**config.mk**
```make
export PLATFORM = sky130hd
export DESIGN_NAME = icc_top
export DESIGN_NICKNAME = d
export VERILOG_FILES = /design/src/inc/icc_pkg.sv /design/src/hdl/icc_counter.sv /design/src/hdl/icc_sync.sv /design/src/hdl/icc_top.sv
export SDC_FILE = /design/constraint.sdc
export NUM_CORES = 1
export LEC_CHECK = 0
export BUFFER_PORTS_ARGS = -buffer_cell sky130_fd_sc_hd__buf_2
export CAP_MARGIN = 20
export CORE_ASPECT_RATIO = 0.8
export CORE_MARGIN = 5
export CORE_UTILIZATION = 40
export CTS_CLUSTER_DIAMETER = 100
export CTS_CLUSTER_SIZE = 12
export DETAILED_ROUTE_END_ITERATION = 7
export HOLD_SLACK_MARGIN = 0.12
export SETUP_SLACK_MARGIN = 0.05
export SYNTH_ARGS = -nofsm -noshare
export SYNTH_HDL_FRONTEND = slang
export SYNTH_SLANG_ARGS = --single-unit
```
**constraint.sdc**
```tcl
create_clock -name clk -period 6.4 [get_ports clk]
set_input_delay 1.92 -clock clk [delete_from_list [all_inputs] [get_ports clk]]
set_output_delay 1.92 -clock clk [all_outputs]
set_load 0.02 [all_outputs]
```
**src/inc/icc_pkg.sv**
```systemverilog
// Package of constants and types for the input capture control block.
package icc_pkg;

  // ----------------------------------------------------------------------
  // Register map
  // ----------------------------------------------------------------------
  localparam int ADDR_W = 4;
  localparam logic [ADDR_W-1:0] OFS_CTRL = 4'h0;
  localparam logic [ADDR_W-1:0] OFS_STAT = 4'h4;
  localparam logic [ADDR_W-1:0] OFS_MASK = 4'h8;
  localparam logic [ADDR_W-1:0] OFS_CAPT = 4'hC;
  localparam int DATA_W = 16;

  // ----------------------------------------------------------------------
  // Control register fields
  // ----------------------------------------------------------------------
  localparam int BIT_IDLE_STOP = 13;
  localparam int TSEL_LSB = 10;
  localparam int TSEL_MSB = 12;
  localparam int IRQSEL_LSB = 5;
  localparam int IRQSEL_MSB = 6;
  localparam int BIT_OVF = 4;
  localparam int BIT_BNE = 3;
  localparam int MODE_LSB = 0;
  localparam int MODE_MSB = 2;
  localparam logic [15:0] CTRL_WMASK = 16'h3C67;
  localparam logic [15:0] CTRL_RESET = 16'h0000;

  // ----------------------------------------------------------------------
  // Status bits
  // ----------------------------------------------------------------------
  localparam int ST_W = 2;
  localparam int ST_IRQ = 0;
  localparam int ST_OVF = 1;

  // ----------------------------------------------------------------------
  // Encodings
  // ----------------------------------------------------------------------
  typedef enum logic [2:0] {
    TB_TMR3 = 3'b000,
    TB_TMR2 = 3'b001,
    TB_TMR4 = 3'b010,
    TB_TMR5 = 3'b011,
    TB_TMR1 = 3'b100,
    TB_RSV5 = 3'b101,
    TB_RSV6 = 3'b110,
    TB_PERIPH = 3'b111
  } icc_tsel_e;

  typedef enum logic [2:0] {
    MD_OFF = 3'b000,
    MD_BOTH = 3'b001,
    MD_FALL = 3'b010,
    MD_RISE = 3'b011,
    MD_RISE4 = 3'b100,
    MD_RISE16 = 3'b101,
    MD_RSV = 3'b110,
    MD_INT = 3'b111
  } icc_mode_e;

  localparam int FIFO_DEPTH = 4;
  localparam int SYNC_STAGES = 3;

endpackage

```
**src/hdl/icc_counter.sv**
```systemverilog
// Free-running capture time base counter with tick enable.
`timescale 1ns/100ps
module icc_counter #(
  parameter int W = 16
) (
  input wire logic clk,
  input wire logic arst_n,
  input wire logic run,
  input wire logic tick,
  output logic [W-1:0] count
);
  import icc_pkg::*;

  logic [W-1:0] next_count;

  initial begin
    if (W < 2) $error("icc_counter width must be at least two");
  end

  always_comb begin
    next_count = count;
    if (!run) next_count = '0;
    else if (tick) next_count = count + W'(1);
  end

  always_ff @(posedge clk or negedge arst_n) begin
    if (!arst_n) count <= '0;
    else count <= next_count;
  end
endmodule // icc_counter

```
**src/hdl/icc_sync.sv**
```systemverilog
// Three-stage input synchroniser with agreement filter.
`timescale 1ns/100ps
module icc_sync #(
  parameter int W = 1
) (
  input wire logic clk,
  input wire logic arst_n,
  input wire logic [W-1:0] din,
  output logic [W-1:0] dout
);
  import icc_pkg::*;

  logic [W-1:0] s1, s2, s3;
  logic [W-1:0] next_dout;

  initial begin
    if (W < 1) $error("icc_sync width must be at least one");
  end

  // The first stage feeds only the second, so metastability stays contained.
  always_comb begin
    next_dout = dout;
    for (int i = 0; i < W; i++) begin
      if (s2[i] == s3[i]) next_dout[i] = s3[i];
    end
  end

  always_ff @(posedge clk or negedge arst_n) begin
    if (!arst_n) begin
      s1 <= '0;
      s2 <= '0;
      s3 <= '0;
      dout <= '0;
    end else begin
      s1 <= din;
      s2 <= s1;
      s3 <= s2;
      dout <= next_dout;
    end
  end
endmodule // icc_sync

```
**src/hdl/icc_top.sv**
```systemverilog
// Input capture channel with its first control register and a capture FIFO.
//
// Summary of operation
// - With the idle-stop bit set the counter and captures halt while the CPU idles; mode 111 still interrupts.
// - Time base code 111 clocks the counter from the peripheral clock.
// - Code 100 takes the timer-1 clock, in its synchronous form only.
// - Code 011 takes the timer-5 clock as the counter's increment source.
// - Bits 6-5 set captures per interrupt, the top code meaning four.
// - The captures-per-interrupt field is ignored in modes 001 and 111.
// - Bits 15-14 and 9-7 are unimplemented, read zero, ignore writes.
// - Mode 000 switches the capture channel off.
//
// Local design decisions: the register offsets and the plain strobed port.
`timescale 1ns/100ps
module icc_top #(
  parameter int CNT_W = 16,
  parameter int DEPTH = icc_pkg::FIFO_DEPTH
) (
  input wire logic clk,
  input wire logic arst_n,
  input wire logic [icc_pkg::ADDR_W-1:0] addr,
  input wire logic [icc_pkg::DATA_W-1:0] wdata,
  input wire logic wr,
  input wire logic rd,
  output logic [icc_pkg::DATA_W-1:0] rdata,
  input wire logic cpu_idle,
  input wire logic cpu_sleep,
  input wire logic timer1_clock,
  input wire logic [3:0] timer_clocks,
  input wire logic capture_pin,
  output logic irq
);
  import icc_pkg::*;

  initial begin
    if (DEPTH != 4) $error("icc_top supports a FIFO depth of four only");
    if (CNT_W != DATA_W) $error("icc_top counter must match data width");
  end

  // ----------------------------------------------------------------------
  // Functions
  // ----------------------------------------------------------------------
  function automatic logic ctl_hit(input logic [ADDR_W-1:0] a,
                                   input logic [ADDR_W-1:0] ofs);
    ctl_hit = (a == ofs);
  endfunction

  // ----------------------------------------------------------------------
  // Input synchronisers
  // ----------------------------------------------------------------------
  // timer_clocks: 0 timer2, 1 timer3, 2 timer4, 3 timer5.
  logic [5:0] raw_in, sync_in;
  assign raw_in = {capture_pin, timer1_clock, timer_clocks};

  icc_sync #(.W(6)) u_sync (
    .clk(clk),
    .arst_n(arst_n),
    .din(raw_in),
    .dout(sync_in)
  );

  logic [5:0] sync_d;
  logic pin_now, pin_prev;
  assign pin_now = sync_in[5];
  assign pin_prev = sync_d[5];

  // ----------------------------------------------------------------------
  // Control register
  // ----------------------------------------------------------------------
  logic [15:0] ctrl, next_ctrl;
  logic [ST_W-1:0] stat, next_stat, mask, next_mask;
  logic idle_stop_ctl;
  logic [2:0] capture_timebase_sel, capture_mode_sel;
  logic [1:0] captures_per_irq_sel;
  logic capture_overflow_flag, buffer_not_empty_flag;

  assign idle_stop_ctl = ctrl[BIT_IDLE_STOP];
  assign capture_timebase_sel = ctrl[TSEL_MSB:TSEL_LSB];
  assign captures_per_irq_sel = ctrl[IRQSEL_MSB:IRQSEL_LSB];
  assign capture_mode_sel = ctrl[MODE_MSB:MODE_LSB];

  // ----------------------------------------------------------------------
  // Time base selection
  // ----------------------------------------------------------------------
  logic tb_tick, halted, chan_on;
  logic [DATA_W-1:0] tb_count;

  always_comb begin
    case (icc_tsel_e'(capture_timebase_sel))
      TB_PERIPH: tb_tick = 1'b1;
      TB_TMR1: tb_tick = sync_in[4] & ~sync_d[4];
      TB_TMR5: tb_tick = sync_in[3] & ~sync_d[3];
      TB_TMR4: tb_tick = sync_in[2] & ~sync_d[2];
      TB_TMR3: tb_tick = sync_in[1] & ~sync_d[1];
      TB_TMR2: tb_tick = sync_in[0] & ~sync_d[0];
      default: tb_tick = 1'b0; // Reserved codes hold the counter.
    endcase
  end

  assign chan_on = (capture_mode_sel != MD_OFF);
  assign halted = idle_stop_ctl & cpu_idle;

  icc_counter #(.W(DATA_W)) u_cnt (
    .clk(clk),
    .arst_n(arst_n),
    .run(chan_on),
    .tick(tb_tick & ~halted),
    .count(tb_count)
  );

  // ----------------------------------------------------------------------
  // Edge qualification
  // ----------------------------------------------------------------------
  logic rise, fall, edge_hit;
  logic [3:0] pre_cnt, next_pre_cnt;
  assign rise = pin_now & ~pin_prev;
  assign fall = ~pin_now & pin_prev;

  // Prescaled modes count rising edges; the counter clears on every control write.
  always_comb begin
    next_pre_cnt = pre_cnt;
    edge_hit = 1'b0;
    if (chan_on && !halted) begin
      case (icc_mode_e'(capture_mode_sel))
        MD_BOTH: edge_hit = rise | fall;
        MD_FALL: edge_hit = fall;
        MD_RISE: edge_hit = rise;
        MD_RISE4: begin
          if (rise) next_pre_cnt = pre_cnt + 4'h1;
          edge_hit = rise & (pre_cnt[1:0] == 2'h3);
        end
        MD_RISE16: begin
          if (rise) next_pre_cnt = pre_cnt + 4'h1;
          edge_hit = rise & (pre_cnt == 4'hF);
        end
        default: edge_hit = 1'b0;
      endcase
    end
    if (wr && ctl_hit(addr, OFS_CTRL)) next_pre_cnt = 4'h0;
  end

  // Interrupt-only mode raises an interrupt on a rising edge, even idle.
  logic int_mode_evt;
  assign int_mode_evt = (capture_mode_sel == MD_INT) & rise;

  // ----------------------------------------------------------------------
  // Capture FIFO
  // ----------------------------------------------------------------------
  logic [DATA_W-1:0] fifo [DEPTH];
  logic [1:0] wp, rp, next_wp, next_rp;
  logic [2:0] lvl, next_lvl;
  logic do_push, do_pop, ovf, next_ovf;
  logic [1:0] cap_cnt, next_cap_cnt;
  logic cap_irq;

  assign do_pop = rd && ctl_hit(addr, OFS_CAPT) && (lvl != 3'h0);
  // A full FIFO drops new captures and flags overflow.
  assign do_push = edge_hit && (lvl != 3'(DEPTH));

  always_comb begin
    next_wp = do_push ? wp + 2'h1 : wp;
    next_rp = do_pop ? rp + 2'h1 : rp;
    next_lvl = lvl + (do_push ? 3'h1 : 3'h0) - (do_pop ? 3'h1 : 3'h0);
    next_ovf = ovf;
    if (edge_hit && !do_push) next_ovf = 1'b1;
    else if (!chan_on) next_ovf = 1'b0;
    next_cap_cnt = cap_cnt;
    cap_irq = 1'b0;
    if (!chan_on) next_cap_cnt = 2'h0;
    else if (edge_hit) begin
      if (capture_mode_sel == MD_BOTH) cap_irq = 1'b1;
      else if (cap_cnt == captures_per_irq_sel) begin
        cap_irq = 1'b1;
        next_cap_cnt = 2'h0;
      end else next_cap_cnt = cap_cnt + 2'h1;
    end
  end

  assign capture_overflow_flag = ovf;
  assign buffer_not_empty_flag = (lvl != 3'h0);

  always_ff @(posedge clk or negedge arst_n) begin
    if (!arst_n) begin
      wp <= '0;
      rp <= '0;
      lvl <= '0;
      ovf <= 1'b0;
      cap_cnt <= '0;
      pre_cnt <= '0;
      sync_d <= '0;
    end else begin
      wp <= next_wp;
      rp <= next_rp;
      lvl <= next_lvl;
      ovf <= next_ovf;
      cap_cnt <= next_cap_cnt;
      pre_cnt <= next_pre_cnt;
      sync_d <= sync_in;
    end
  end

  always_ff @(posedge clk) begin
    if (do_push) fifo[wp] <= tb_count;
  end

  // ----------------------------------------------------------------------
  // Register writes and interrupt status
  // ----------------------------------------------------------------------
  logic ovf_rise;
  assign ovf_rise = next_ovf & ~ovf;

  always_comb begin
    next_ctrl = ctrl;
    next_mask = mask;
    next_stat = stat;
    if (wr && ctl_hit(addr, OFS_CTRL))
      next_ctrl = wdata & CTRL_WMASK;
    if (wr && ctl_hit(addr, OFS_MASK)) next_mask = wdata[ST_W-1:0];
    if (wr && ctl_hit(addr, OFS_STAT))
      next_stat = stat & ~wdata[ST_W-1:0];
    // Setting wins over a clear in the same cycle.
    if (cap_irq || int_mode_evt) next_stat[ST_IRQ] = 1'b1;
    if (ovf_rise) next_stat[ST_OVF] = 1'b1;
  end

  // ----------------------------------------------------------------------
  // Read mux
  // ----------------------------------------------------------------------
  logic [DATA_W-1:0] next_rdata;
  logic next_irq;

  always_comb begin
    next_rdata = '0;
    if (rd) begin
      case (addr)
        OFS_CTRL: begin
          next_rdata = ctrl;
          next_rdata[BIT_OVF] = capture_overflow_flag;
          next_rdata[BIT_BNE] = buffer_not_empty_flag;
        end
        OFS_STAT: next_rdata = DATA_W'(stat);
        OFS_MASK: next_rdata = DATA_W'(mask);
        OFS_CAPT: next_rdata = (lvl != 3'h0) ? fifo[rp] : '0;
        default: next_rdata = '0;
      endcase
    end
    next_irq = |(next_stat & next_mask);
  end

  always_ff @(posedge clk or negedge arst_n) begin
    if (!arst_n) begin
      ctrl <= CTRL_RESET;
      mask <= '0;
      stat <= '0;
      rdata <= '0;
      irq <= 1'b0;
    end else begin
      ctrl <= next_ctrl;
      mask <= next_mask;
      stat <= next_stat;
      rdata <= next_rdata;
      irq <= next_irq;
    end
  end

  // A control write may switch the channel off or retarget the counter, so
  // the idle, peripheral and timer counter checks leave that cycle out.
  logic ctrl_wr;
  assign ctrl_wr = wr && ctl_hit(addr, OFS_CTRL);
endmodule // icc_top

```
Word level (Yosys, flattened, before mapping)
Memories as Yosys holds them, arrays and structs flattened.
Cells that the tools add are included.
{"block": "totals", "ff_bits": 90, "ramBits": 64, "inputBits": 32, "out_inout_bits": 17, "elab_cells": 135, "mem_count": 1}
{"memory": "fifo", "words": 4, "word_bits": 16, "rd": 1, "rd_ports_with_merged_regs": 0, "write_ports": 1, "line": "icc_top.sv:149", "text": "logic [DATA_W-1:0] fifo [DEPTH];"}
{"block": "classes", "add_sub_neg": 7, "eq_ne": 27, "n_mux": 30, "bitwise": 26, "reduce_logical": 22}
{"operator": "16-bit 2-to-1 mux", "count": 4}
{"operator": "16-bit one-hot mux with 4 select lines", "count": 1}
{"operator": "16-bit by 1-bit adder with 16-bit output (second input constant)", "count": 1}
{"operator": "4-bit 2-to-1 mux", "count": 4}
{"operator": "3-bit equality test (second input constant)", "count": 5}
{"operator": "1-bit bitwise AND", "count": 13}
{"operator": "1-bit 2-to-1 mux", "count": 13}
{"operator": "3-bit by 2-bit equality test with 1-bit output (second input constant)", "count": 4}
{"operator": "4-bit equality test (second input constant)", "count": 3}
{"operator": "2-bit 2-to-1 mux", "count": 6}
{"operator": "1-bit inverter", "count": 9}
{"operator": "1-bit logical AND", "count": 8}
{"operator": "2-bit by 1-bit adder with 2-bit output (second input constant)", "count": 3}
{"operator": "1-bit equality test", "count": 6}
{"operator": "3-bit by 1-bit equality test with 1-bit output (second input constant)", "count": 2}
{"operator": "1-bit one-hot mux with 6 select lines", "count": 1}
{"operator": "2-bit nonzero test", "count": 3}
{"operator": "3-bit nonzero test", "count": 2}
{"operator": "1-bit one-hot mux with 5 select lines", "count": 1}
{"operator": "4-bit by 1-bit adder with 4-bit output (second input constant)", "count": 1}
{"operator": "2-bit bitwise AND", "count": 2}
{"operator": "4-bit by 3-bit equality test with 1-bit output (second input constant)", "count": 1}
{"operator": "4-bit logical NOT", "count": 1}
{"operator": "2-bit by 1-bit != test with 1-bit output (second input constant)", "count": 2}
{"operator": "14 further kinds", "count": 16}

Depth between registers and ports, before layout
Gate-level depths: netlist of the first run.
{"block": "depth", "depth_word": 13, "ltp_mapped": 12, "ltp_nobuf": 12}

By module
From an unflattened synthesis of the first run, not the netlist that was laid out.
{"block": "hier_totals", "hier_cells": 422, "hier_area_um2": 6184.7}
{"mod": "icc_top", "instances": 1, "cells_each": 311, "area_each_um2": 4700.8, "seq_area_each_um2": 3173.0}
{"mod": "icc_counter", "instances": 1, "cells_each": 81, "area_each_um2": 815.8, "seq_area_each_um2": 400.4}
{"mod": "icc_sync", "instances": 1, "cells_each": 30, "area_each_um2": 668.1, "seq_area_each_um2": 600.6}

Least setup slack after synthesis of the first run
Ideal clock, no wire load.
{"block": "synth_timing", "kind": "input -> register", "from": "in addr[2] in the netlist's numbering", "to": "reg lvl[2]", "setup_ps": 125, "arrival_ps": 3726, "required_ps": 6275, "path_slack_ps": 2549, "stages": 10, "n_path_buf": 2, "cell_sequence": "buf_2 -> nand2_1 -> or3_1 -> clkbuf_1 -> xnor2_1 -> ha_1 -> inv_1 -> fa_1 -> xnor2_1 -> xnor2_1"}
{"block": "synth_between", "elab_chain_cells": 5}
{"item": "start, declared", "line": "icc_top.sv:21", "text": "input wire logic [icc_pkg::ADDR_W-1:0] addr,"}
{"item": "4-bit equality test", "line": "icc_top.sv:45", "text": "ctl_hit = (a == ofs);"}
{"item": "1-bit logical AND (2 in a row)", "line": "icc_top.sv:156", "text": "assign do_pop = rd && ctl_hit(addr, OFS_CAPT) && (lvl != 3'h0);"}
{"item": "1-bit 2-to-1 mux", "line": "icc_top.sv:163", "text": "next_lvl = lvl + (do_push ? 3'h1 : 3'h0) - (do_pop ? 3'h1 : 3'h0);"}
{"item": "3-bit by 1-bit subtractor with 3-bit output", "line": "icc_top.sv:163"}
{"item": "named net next_lvl[2]", "line": "icc_top.sv:151", "text": "logic [2:0] lvl, next_lvl;"}
{"item": "end signal, assigned", "line": "icc_top.sv:194", "text": "lvl <= next_lvl;"}
{"item": "end, declared", "line": "icc_top.sv:151"}
The timed path passes the listed nets, and every way through them passes these cells.
A chain may end at the register's enable or synchronous reset.

Worst setup path after layout of the first run
{"block": "layout_timing", "from": "in addr[1] in the netlist's numbering", "to": "reg lvl[2]"}
The elaborated chain is that of the path after synthesis.

==> metrics.txt, run 1 <==
# TYPE chip_impl_metric gauge
chip_impl_info{name="status",value="finished clean"} 1
chip_impl_info{name="critical-path-top-cell-by-count",value="xnor2_1"} 1
chip_impl_metric{name="worstRegToRegCells",unit=""} 6
chip_impl_metric{name="synthesis.area",unit="µm²"} 6136
chip_impl_info{name="regToRegStartpoint",value="u_sync.dout[5]"} 1
chip_impl_info{name="cts_tree",value="built"} 1
chip_impl_metric{name="critical_path_required",unit="ns"} 6.74
chip_impl_metric{name="number_of_instances_in_the_synthesized_netlist",unit=""} 408
chip_impl_metric{name="number_of_sinks_handled_by_clock_tree_synthesis",unit=""} 154
chip_impl_metric{name="post-route-worst-setup-slack",unit="ns"} 2.431
chip_impl_metric{name="gp_routability_congestion",unit=""} 0.7470
chip_impl_metric{name="via_count",unit=""} 3448
chip_impl_info{name="timing.hold.worst.class",value="flip-flop to flip-flop"} 1
chip_impl_metric{name="grt_pass1_vias",unit=""} 3499
chip_impl_metric{name="final_number_of_setup_violating_endpoints",unit=""} 0
chip_impl_info{name="timing.critical_path.from_type",value="input pin"} 1
chip_impl_metric{name="clock.fmax",unit="MHz"} 252.0
chip_impl_metric{name="initial_utilization",unit=""} 0.4087
chip_impl_info{name="clk_root_buf",value="clkbuf_16"} 1
chip_impl_metric{name="post_drt_wl_per_cell",unit="µm"} 17.60
chip_impl_info{name="path_delay_family",value="simple AND/OR/NAND/NOR gates"} 1
chip_impl_metric{name="tns",unit="ns"} 0
chip_impl_metric{name="yosysTopAreaCellShare",unit=""} 0.3670
chip_impl_metric{name="synth.ff_latch_count",unit=""} 154
chip_impl_metric{name="synth_enable_flop_cells",unit=""} 64
chip_impl_metric{name="globalRouteTotalUtil",unit=""} 0.1403
chip_impl_metric{name="post_cts.resized_instances",unit=""} 0
chip_impl_info{name="timing.critical_path.cells",value="buf_2, nor2_1, nand2_1, or3_1, xnor2_1, ha_1, inv_1, fa_1, xnor2_1, xnor2_1"} 1
chip_impl_metric{name="cts_buffers",unit=""} 17
chip_impl_metric{name="fin_util",unit=""} 0.4728
chip_impl_info{name="yosysTopAreaCell",value="dfrtp_1"} 1
chip_impl_metric{name="route.detailed.drc",unit=""} 0
chip_impl_info{name="synth_common_cells",value="dfrtp_1 (90), edfxtp_1 (64), nor2_1 (24)"} 1
chip_impl_info{name="synth_top_cells_by_area",value="dfrtp_1 (37%), edfxtp_1 (31%), mux4_2 (5.9%), ha_1 (1.8%), mux2_2 (1.5%)"} 1
chip_impl_info{name="unrepaired_setup_endpoints_after_global_routing",value="no"} 1
chip_impl_metric{name="syn_to_final_growth",unit="%"} 15.70
chip_impl_metric{name="cp.buffers_inverters",unit=""} 2
chip_impl_metric{name="synth-seq-area-share",unit=""} 0.6803
chip_impl_metric{name="slew_viol_final",unit=""} 0
chip_impl_metric{name="timing.hold.worst_path_depth",unit=""} 0
chip_impl_metric{name="clock_tree.buffer_depth",unit=""} 2
chip_impl_metric{name="p_per_area",unit="nW/µm²"} 377.6
chip_impl_metric{name="drive_gt1_frac",unit=""} 0.2286
chip_impl_metric{name="global_route_wire_length_before_repair",unit="mm"} 19.03
chip_impl_metric{name="synth_async_sr_flop_share",unit=""} 0.5844
chip_impl_metric{name="total_congestion_overflow_after_global_routing",unit=""} 0
chip_impl_metric{name="syn_nets",unit=""} 450
chip_impl_metric{name="leakage_power_summed_over_all_cells",unit="µW"} 0.002837
chip_impl_metric{name="die_width",unit="µm"} 148.5
chip_impl_metric{name="num_antenna_cells",unit=""} 0
chip_impl_metric{name="core-area",unit="µm²"} 15010
chip_impl_metric{name="yosys_warnings",unit=""} 0
chip_impl_metric{name="place_inst",unit=""} 625
chip_impl_metric{name="timing_worst_slew_pin_value",unit="ns"} 1.085
chip_impl_metric{name="placementRows",unit=""} 40
chip_impl_metric{name="dp_slack",unit="ns"} 1.933
chip_impl_info{name="worstSetupPathType",value="input pin to flip-flop"} 1
chip_impl_metric{name="total_wirelength_of_the_detailed_routed_design",unit="mm"} 11.56
chip_impl_info{name="yosys.cell_count.top_type",value="dfrtp_1"} 1
chip_impl_metric{name="place.port_buffers",unit=""} 40
chip_impl_metric{name="path_max_fanout",unit=""} 12
chip_impl_info{name="timing.critical_path.slowest_stage_cell",value="or3_1"} 1
chip_impl_metric{name="slew_headroom",unit=""} 0.2704
chip_impl_metric{name="design.die.area",unit="µm²"} 17930
chip_impl_metric{name="avgSynthCellArea",unit="µm²"} 15.04
chip_impl_metric{name="critPathArrivalTime",unit="ns"} 4.31
chip_impl_metric{name="final_skew",unit="ns"} 0.006457
chip_impl_metric{name="drtPass1Iterations",unit=""} 5
chip_impl_info{name="hold_start",value="u_sync.s1[4]"} 1
chip_impl_metric{name="htreeDepth",unit=""} 4
chip_impl_metric{name="drt-initial-drc-count",unit=""} 250
chip_impl_metric{name="worst_hold_margin",unit="ns"} 0.3487
chip_impl_metric{name="grt_max_degree",unit=""} 48
chip_impl_metric{name="max-cap-violations",unit=""} 0
chip_impl_metric{name="power.ir.vdd_worst",unit="mV"} 0.1908
chip_impl_info{name="destination_of_the_worst_register_to_register_timing_path",value="fifo[0][10]"} 1
chip_impl_metric{name="vias_per_cell",unit=""} 5.248
chip_impl_metric{name="post_cts.repair.setup_buffers",unit=""} 0
chip_impl_metric{name="finish.net_count",unit=""} 497
chip_impl_metric{name="finalNonFillerCells",unit=""} 657
chip_impl_metric{name="final_period_minus_worst_setup_slack",unit="ns"} 3.969
chip_impl_metric{name="clock_transition_time_at_the_flip_flop_clock_pins_of_the_worst_setup_and_hold_paths",unit="ns"} 0.07
chip_impl_metric{name="worst_skew_pair_later_pin_latency",unit="ns"} 0.43
chip_impl_metric{name="timing.final.crit_share",unit=""} 0.6201
chip_impl_metric{name="number_of_antenna_violations_at_the_first_check_in_global_routing",unit=""} 0
chip_impl_info{name="ys.flop_type",value="dfrtp_1"} 1
chip_impl_metric{name="io-pin-count",unit=""} 49
chip_impl_metric{name="dpl_wire_length",unit="mm"} 7.464
chip_impl_info{name="hold-path-endpoint",value="u_sync.s2[4]"} 1
chip_impl_info{name="worst_setup_path_end_kind",value="flip-flop"} 1
chip_impl_metric{name="height_of_the_die",unit="µm"} 120.8
chip_impl_metric{name="cts-hold-fix-buffers",unit=""} 0
chip_impl_metric{name="slowest_delay",unit="ns"} 0.64
chip_impl_metric{name="antenna_violating_nets_post_route",unit=""} 0
chip_impl_metric{name="final-hold-violation-count",unit=""} 0
chip_impl_metric{name="setup.reg_to_reg.worst_slack",unit="ns"} 3.58
chip_impl_metric{name="synthDistinctLibCells",unit=""} 56
[power by group]
part           leakage, µW  switching [µW]  internal [µW]
Combinational     0.000797             238            220
Clock             0.000285             421            540
Sequential         0.00176             113           1150
Total              0.00284             772           1910
[metal layers]
layer | global-route usage | up-vias | share of wire
li1 | - | 1614 | -
met1 | 0.1922 | 1734 | 0.46
met2 | 0.2089 | 84 | 0.47
met3 | 0.05395 | 16 | 0.057
met4 | 0.04039 | 0 | 0.010
met5 | 0 | - | 0
[sequential cells by signal, indices dropped and copies added (netlist names), 2 cells and up]
name         count
u_cnt.count     16
fifo            64
rp               2
u_sync.s3        6
rdata           16
stat             2
cap_cnt          2
u_sync.dout      6
u_sync.s1        6
u_sync.s2        6
lvl              3
mask             2
sync_d           6
wp               2
ctrl             9
pre_cnt          4
[cell families after synthesis]
family	count (synthesis)	share of synthesized area
mux	32	0.08707
buf+inv	28	0.01937
fa+ha+maj	16	0.03140
flops	154	0.6803
compound gates	61	0.07158
simple gates	105	0.09319
xor+xnor	12	0.01713
[worst max path at each step]
stage | start | to | slack (ns) | cells after the start
final | addr[1] | lvl[2] | 2.43 | 10
after global routing | addr[1] | lvl[2] | 2.24 | 10
after CTS | addr[1] | lvl[2] | 2.40 | 10
after detailed placement | addr[1] | lvl[2] | 1.93 | 10
after global placement | addr[1] | lvl[2] | 2.03 | 10
after floorplan | addr[2] | lvl[2] | 2.55 | 10
[placed cells by master, fill, tap and decap left out, types with 6 or more instances in the layout]
cell type and instances:
edfxtp_1 64, nand3_1 8, mux2_2 8, nand2_1 21, and2_1 6, o21ai_0 13
or3_1 12, a22oi_1 8, ha_1 9, dfrtp_1 90, clkbuf_16 18, xnor2_1 9
nor2_1 24, mux4_2 16, maj3_1 6, buf_2 39, a21oi_1 16, nor2b_1 7
inv_1 13
[layout make-up]
type	count	area [µm²]
Tap cell	189	236.5
Timing Repair Buffer	43	225.2
Multi-Input combinational cell	226	1843
Clock inverter	12	103.9
Sequential cell	154	4174
Inverter	13	48.80
Fill cell	1298	7915
Clock buffer	20	467.9
[through the flow]
step	power (µW)	instance area, µm²
6_report	2680	7099
5_1_grt	2819	7099
4_1_cts	2710	7099
3_5_place_dp	1750	6528
3_3_place_gp	1727	6528
2_1_floorplan	1601	6136
Note: power is estimated with default switching activity, not from simulation.
==> inputs of run 2 (changes only) <==
==> constraint.sdc (replaced) <==
create_clock -name clk -period 4.1 [get_ports clk]
set_input_delay 1.23 -clock clk [delete_from_list [all_inputs] [get_ports clk]]
set_output_delay 1.23 -clock clk [all_outputs]
set_load 0.02 [all_outputs]
==> run 2 against run 1 <==
Net effect: sequential power up 56%; utilization up 0.14 points; combinational power up 58%; flip-flop and latch count unchanged; via count up 2.4%; power up 54%; largest power group unchanged; cell area up 0.30%; critical endpoint unchanged.
==> metrics.txt, run 2 (synthesized netlist as in run 1, its figures left out) <==
# TYPE chip_impl_metric gauge
chip_impl_metric{name="worst_skew_pair_later_pin_latency",unit="ns"} 0.42
chip_impl_metric{name="slowest_delay",unit="ns"} 0.37
chip_impl_metric{name="final_period_minus_worst_setup_slack",unit="ns"} 3.019
chip_impl_metric{name="finish.net_count",unit=""} 504
chip_impl_info{name="layout_common_cells",value="dfrtp_1 (90), edfxtp_1 (64), buf_2 (39)"} 1
chip_impl_metric{name="cts_buffers",unit=""} 17
chip_impl_metric{name="clock.fmax",unit="MHz"} 331.3
chip_impl_metric{name="place.port_buffers",unit=""} 40
chip_impl_info{name="worstSetupPathType",value="input pin to flip-flop"} 1
chip_impl_info{name="timing.hold.worst.class",value="flip-flop to flip-flop"} 1
chip_impl_metric{name="design.die.area",unit="µm²"} 17930
chip_impl_metric{name="timing_worst_slew_pin_value",unit="ns"} 0.9644
chip_impl_metric{name="max-cap-violations",unit=""} 0
chip_impl_metric{name="post_drt_wl_per_cell",unit="µm"} 17.39
chip_impl_metric{name="globalRouteTotalUtil",unit=""} 0.1371
chip_impl_metric{name="num_antenna_cells",unit=""} 0
chip_impl_metric{name="core-area",unit="µm²"} 15010
chip_impl_metric{name="final_skew",unit="ns"} 0.008864
chip_impl_metric{name="final_number_of_setup_violating_endpoints",unit=""} 0
chip_impl_metric{name="antenna_violating_nets_post_route",unit=""} 0
chip_impl_metric{name="die_width",unit="µm"} 148.5
chip_impl_info{name="reg.largest.list",value="fifo x64, rdata x16, u_cnt.count x16"} 1
chip_impl_metric{name="multi_input_comb_area",unit="µm²"} 1843
chip_impl_metric{name="placementRows",unit=""} 40
chip_impl_metric{name="route.detailed.drc",unit=""} 0
chip_impl_metric{name="htreeDepth",unit=""} 4
chip_impl_metric{name="timing.final.crit_share",unit=""} 0.7363
chip_impl_metric{name="drt-initial-drc-count",unit=""} 271
chip_impl_metric{name="leakage_power_summed_over_all_cells",unit="µW"} 0.002858
chip_impl_info{name="unrepaired_setup_endpoints_after_global_routing",value="no"} 1
chip_impl_metric{name="seqCellArea",unit="µm²"} 4174
chip_impl_info{name="timing.critical_path.from_type",value="input pin"} 1
chip_impl_metric{name="worstRegToRegCells",unit=""} 12
chip_impl_metric{name="via_count",unit=""} 3531
chip_impl_info{name="mostFrequentLayoutCell",value="dfrtp_1"} 1
chip_impl_metric{name="total_congestion_overflow_after_global_routing",unit=""} 0
chip_impl_metric{name="cts-hold-fix-buffers",unit=""} 0
chip_impl_metric{name="power.ir.vdd_worst",unit="mV"} 0.3452
chip_impl_metric{name="post_cts.repair.setup_buffers",unit=""} 0
chip_impl_metric{name="timing.hold.worst_path_depth",unit=""} 0
chip_impl_info{name="critical-path-top-cell-by-count",value="xnor2_1"} 1
chip_impl_metric{name="number_of_sinks_handled_by_clock_tree_synthesis",unit=""} 154
chip_impl_metric{name="syn_to_final_growth",unit="%"} 16.05
chip_impl_metric{name="tns",unit="ns"} 0
chip_impl_metric{name="clock_transition_time_at_the_flip_flop_clock_pins_of_the_worst_setup_and_hold_paths",unit="ns"} 0.06
chip_impl_info{name="cts_tree",value="built"} 1
chip_impl_metric{name="finalPower",unit="µW"} 4127
chip_impl_info{name="timing.critical_path.slowest_stage_cell",value="fa_1"} 1
chip_impl_metric{name="critPathArrivalTime",unit="ns"} 3.35
chip_impl_info{name="clk_root_buf",value="clkbuf_16"} 1
chip_impl_metric{name="p_per_area",unit="nW/µm²"} 579.6
chip_impl_metric{name="path_max_fanout",unit=""} 8
chip_impl_metric{name="io-pin-count",unit=""} 49
chip_impl_metric{name="slew_headroom",unit=""} 0.3571
chip_impl_metric{name="slew_viol_final",unit=""} 0
chip_impl_metric{name="post_cts.resized_instances",unit=""} 0
chip_impl_info{name="regMostFlops",value="fifo"} 1
chip_impl_metric{name="largest_register_ff_count",unit=""} 64
chip_impl_metric{name="clock_tree.buffer_depth",unit=""} 2
chip_impl_info{name="status",value="finished clean"} 1
chip_impl_metric{name="drive_gt1_frac",unit=""} 0.2400
chip_impl_metric{name="vias_per_cell",unit=""} 5.318
chip_impl_metric{name="n_fill_cell",unit=""} 1308
chip_impl_metric{name="global_route_wire_length_before_repair",unit="mm"} 18.85
chip_impl_metric{name="grt_pass1_vias",unit=""} 3510
chip_impl_metric{name="total_wirelength_of_the_detailed_routed_design",unit="mm"} 11.55
chip_impl_info{name="timing.critical_path.cells",value="buf_2, a211oi_4, a32oi_1, nor2_4, xnor2_1, ha_1, inv_1, fa_1, xnor2_1, xnor2_1"} 1
chip_impl_metric{name="fin_util",unit=""} 0.4743
chip_impl_metric{name="height_of_the_die",unit="µm"} 120.8
chip_impl_info{name="worst_setup_path_end_kind",value="flip-flop"} 1
chip_impl_metric{name="drtPass1Iterations",unit=""} 4
chip_impl_metric{name="grt_max_degree",unit=""} 73
chip_impl_metric{name="critical_path_required",unit="ns"} 4.43
chip_impl_metric{name="initial_utilization",unit=""} 0.4087
chip_impl_metric{name="number_of_antenna_violations_at_the_first_check_in_global_routing",unit=""} 0
chip_impl_metric{name="final-hold-violation-count",unit=""} 0
chip_impl_metric{name="gp_routability_congestion",unit=""} 0.7833
chip_impl_metric{name="dpl_wire_length",unit="mm"} 7.518
-- run 2: worst paths after layout --
check / start / to / slack (ns)
max: cpu_idle / lvl[2] / 1.08
min: u_sync.s1[0] / u_sync.s2[0] / 0.35
max reg2reg: sync_d[5] / lvl[2] / 1.28
min reg2reg: u_sync.s1[0] / u_sync.s2[0] / 0.35
max in group asynchronous: arst_n / pre_cnt[3] / 2.41
min in group asynchronous: arst_n / rp[1] / 0.96
-- run 2: cell type report --
cell class / instances / share of cell area
clock buffer: 17 / 0.05974
clock inverter: 15 / 0.01617
inverter: 13 / 0.006853
multi-input combinational: 226 / 0.2588
sequential: 154 / 0.5862
tap: 189 / 0.03321
timing repair buffer: 50 / 0.03901
-- run 2: metrics by stage --
step                area (µm²)  setup slack, ns  std cells  hold WS, ns
floorplan                 6136           0.9385        408       0.3312
global placement          6580           0.7320        632       0.3325
detailed placement        6580           0.6372        632       0.3347
CTS                       7121            1.071        664       0.3497
global route              7121           0.9353        664       0.3578
finish                    7121            1.081        664       0.3484
-- run 2: worst max-delay path: cells and delay by family --
kind                     cells  cell delay (ns)
AO/OA/AOI/OAI                2             0.64
XOR/XNOR                     3             0.48
adder cells (fa/ha/maj)      2             0.54
buffers and inverters        2             0.19
AND/OR/NAND/NOR              1             0.27
-- run 2: per-layer routing --
layer | wire [µm] | up-vias | part of all wire | global-route usage
li1 | - | 1629 | - | -
met1 | 5353 | 1803 | 0.46 | 0.1889
met2 | 5451 | 88 | 0.47 | 0.2095
met3 | 626 | 11 | 0.054 | 0.04534
met4 | 120 | 0 | 0.010 | 0.03751
met5 | 0 | - | 0 | 0
-- run 2: report_power, final --
group / switching, µW / internal [µW]
Sequential: 177 / 1790
Combinational: 376 / 349
Clock: 650 / 785
Total: 1200 / 2920
==> inputs of run 3 (changes only) <==
==> constraint.sdc (replaced) <==
create_clock -name clk -period 2.66 [get_ports clk]
set_input_delay 0.798 -clock clk [delete_from_list [all_inputs] [get_ports clk]]
set_output_delay 0.798 -clock clk [all_outputs]
set_load 0.02 [all_outputs]
==> run 3 against run 2 <==
Net effect: sequential share of layout area down 2.3 points; cell area up 4.0%; setup slack worse by 0.87 ns; register-to-register slack worse by 1.1 ns; combinational power up 72%; largest cell class unchanged.
==> metrics.txt, run 3 (synthesized netlist as in run 1, its figures left out) <==
# TYPE chip_impl_metric gauge
chip_impl_info{name="timing.hold.worst.class",value="input pin to asynchronous set/reset pin"} 1
chip_impl_metric{name="drtPass1Iterations",unit=""} 4
chip_impl_metric{name="gp_routability_congestion",unit=""} 0.7999
chip_impl_metric{name="power.sequential.fraction",unit=""} 0.463
chip_impl_metric{name="final_number_of_setup_violating_endpoints",unit=""} 0
chip_impl_metric{name="p_per_area",unit="nW/µm²"} 890.4
chip_impl_metric{name="grt_max_degree",unit=""} 44
chip_impl_info{name="reg.largest.list",value="fifo x64, rdata x16, u_cnt.count x16"} 1
chip_impl_metric{name="initial_utilization",unit=""} 0.4087
chip_impl_metric{name="via_count",unit=""} 3583
chip_impl_info{name="regMostFlops",value="fifo"} 1
chip_impl_metric{name="antenna_violating_nets_post_route",unit=""} 0
chip_impl_metric{name="timing.final.crit_share",unit=""} 0.9208
chip_impl_info{name="unrepaired_setup_endpoints_after_global_routing",value="no"} 1
chip_impl_info{name="status",value="finished clean"} 1
chip_impl_metric{name="pwr-share-comb",unit=""} 0.189
chip_impl_metric{name="finish.net_count",unit=""} 523
chip_impl_metric{name="drt-initial-drc-count",unit=""} 210
chip_impl_metric{name="critPathArrivalTime",unit="ns"} 2.75
chip_impl_metric{name="htreeDepth",unit=""} 4
chip_impl_metric{name="clock.fmax",unit="MHz"} 408.3
chip_impl_metric{name="design.die.area",unit="µm²"} 17930
chip_impl_metric{name="syn_to_final_growth",unit="%"} 20.72
chip_impl_metric{name="die_width",unit="µm"} 148.5
chip_impl_info{name="worstSetupPathType",value="flip-flop to flip-flop"} 1
chip_impl_metric{name="worstRegToRegCells",unit=""} 11
chip_impl_info{name="layout_common_cells",value="dfrtp_1 (90), edfxtp_1 (64), buf_2 (39)"} 1
chip_impl_metric{name="leakage_power_summed_over_all_cells",unit="µW"} 0.002992
chip_impl_metric{name="total_wirelength_of_the_detailed_routed_design",unit="mm"} 11.92
chip_impl_metric{name="max-cap-violations",unit=""} 0
chip_impl_info{name="timing.critical_path.slowest_stage_cell",value="dfrtp_1"} 1
chip_impl_metric{name="num_antenna_cells",unit=""} 0
chip_impl_metric{name="placementRows",unit=""} 40
chip_impl_metric{name="power.ir.vdd_worst",unit="mV"} 0.4645
chip_impl_metric{name="critical_path_required",unit="ns"} 2.96
chip_impl_metric{name="global_route_wire_length_before_repair",unit="mm"} 19.96
chip_impl_info{name="path_delay_family",value="adder cells"} 1
chip_impl_metric{name="timing_worst_slew_pin_value",unit="ns"} 0.7167
chip_impl_metric{name="internal-power",unit="µW"} 4711
chip_impl_metric{name="clock_tree.buffer_depth",unit=""} 2
chip_impl_info{name="timing.critical_path.from_type",value="flip-flop"} 1
chip_impl_info{name="worst_setup_path_end_kind",value="flip-flop"} 1
chip_impl_metric{name="height_of_the_die",unit="µm"} 120.8
chip_impl_metric{name="globalRouteTotalUtil",unit=""} 0.1444
chip_impl_metric{name="total_congestion_overflow_after_global_routing",unit=""} 0
chip_impl_metric{name="cp.buffers_inverters",unit=""} 1
chip_impl_metric{name="number_of_antenna_violations_at_the_first_check_in_global_routing",unit=""} 0
chip_impl_metric{name="final-hold-violation-count",unit=""} 0
chip_impl_metric{name="clock_transition_time_at_the_flip_flop_clock_pins_of_the_worst_setup_and_hold_paths",unit="ns"} 0.06
chip_impl_metric{name="cts_buffers",unit=""} 17
chip_impl_metric{name="net_load_switching_power",unit="µW"} 1885
chip_impl_metric{name="final_period_minus_worst_setup_slack",unit="ns"} 2.449
chip_impl_metric{name="number_of_sinks_handled_by_clock_tree_synthesis",unit=""} 154
chip_impl_metric{name="path_max_fanout",unit=""} 4
chip_impl_metric{name="slew_viol_final",unit=""} 0
chip_impl_metric{name="worstSetupPathDepth",unit=""} 11
chip_impl_metric{name="place.port_buffers",unit=""} 40
chip_impl_metric{name="largest_register_ff_count",unit=""} 64
chip_impl_metric{name="power_frac_clock",unit=""} 0.348
chip_impl_info{name="cts_tree",value="built"} 1
chip_impl_metric{name="grt_pass1_vias",unit=""} 3845
chip_impl_metric{name="drive_gt1_frac",unit=""} 0.2854
chip_impl_info{name="timing.critical_path.cells",value="ha_1, mux2i_1, mux2i_4, a32oi_4, nor2_4, xnor2_1, ha_2, inv_1, fa_2, xnor2_2, xnor2_1"} 1
chip_impl_metric{name="core-area",unit="µm²"} 15010
chip_impl_metric{name="io-pin-count",unit=""} 49
chip_impl_metric{name="power_switching_share",unit=""} 0.2857
chip_impl_metric{name="post_drt_wl_per_cell",unit="µm"} 17.45
chip_impl_metric{name="vias_per_cell",unit=""} 5.246
chip_impl_metric{name="route.detailed.drc",unit=""} 0
chip_impl_info{name="clk_root_buf",value="clkbuf_16"} 1
chip_impl_metric{name="dpl_wire_length",unit="mm"} 7.929
chip_impl_metric{name="finalPower",unit="µW"} 6595
chip_impl_metric{name="final_skew",unit="ns"} 0.008137
chip_impl_metric{name="dp_slack",unit="ns"} -0.01803
chip_impl_metric{name="slew_headroom",unit=""} 0.5222
chip_impl_metric{name="post-route-worst-setup-slack",unit="ns"} 0.2107
chip_impl_metric{name="worst_skew_pair_later_pin_latency",unit="ns"} 0.42
chip_impl_info{name="critical-path-top-cell-by-count",value="xnor2_1"} 1
chip_impl_metric{name="slowest_delay",unit="ns"} 0.41
chip_impl_info{name="mostFrequentLayoutCell",value="dfrtp_1"} 1
==> run 3: cell types whose count changed in the layout (fill, tap and decap cells not counted), sizes merged <==
cell | before | now
buf | 50 | 69
bufinv | 0 | 1
inv | 21 | 19
clkinv | 6 | 7
==> run 3: repair_timing <==
action / in CTS / in global routing
endpoints found under the hold margin: 0 / 0
resized for setup: 0 / 8
hold buffers: 0 / 0
buffers inserted: 0 / 2
endpoints found under the setup margin: 0 / 1
==> run 3: final timing paths <==
path / from / end / slack [ns]
setup reg to reg: u_sync.dout[5] / lvl[2] / 0.21
max in group asynchronous: arst_n / u_sync.dout[3] / 1.74
hold reg to reg: u_sync.s1[2] / u_sync.s2[2] / 0.35
min in group clk: u_sync.s1[2] / u_sync.s2[2] / 0.35
setup / recovery: u_sync.dout[5] / lvl[2] / 0.21
hold / removal: arst_n / rdata[3] / 0.27
==> run 3: area by class of cell <==
class	instances	area (µm²)
flip-flops and latches	154	4174
multi-input cells	226	1897
well taps	189	236.5
clock buffers	17	425.4
repair buffers	69	483.0
clock inverters	15	142.6
inverters	13	48.80
fillers	1260	7607
==> run 3: routing by layer <==
layer  part of all wire  global-route usage  routed length (µm)  vias to the layer above
li1                   -                   -                   -                     1670
met4              0.018             0.06694                 218                        0
met3              0.045             0.03822                 535                       20
met5                  0                   0                   0                        -
met1               0.46              0.1923                5444                     1813
met2               0.48              0.2223                5721                       80
==> run 3: power by group through the flow <==
stage	clock network [µW]	logic [µW]	registers (µW)
after detailed placement	0	1200	3100
final	2300	1250	3050
after global placement	0	1160	3090
after CTS	2360	1210	3060
after floorplan	0	885	2970
after global routing	2460	1380	3100
==> run 3: stage by stage <==
stage | util | hold slack [ns] | std cells | setup TNS [ns] | instance area [µm²]
global route | 0.4933 | 0.2857 | 683 | 0 | 7407
floorplan | - | 0.3312 | 408 | 0 | 6157
CTS | 0.4889 | 0.2665 | 681 | 0 | 7341
detailed placement | 0.4511 | 0.3403 | 649 | -0.01803 | 6773
global placement | 0.4511 | 0.3326 | 649 | 0 | 6773
finish | 0.4933 | 0.2742 | 683 | 0 | 7407
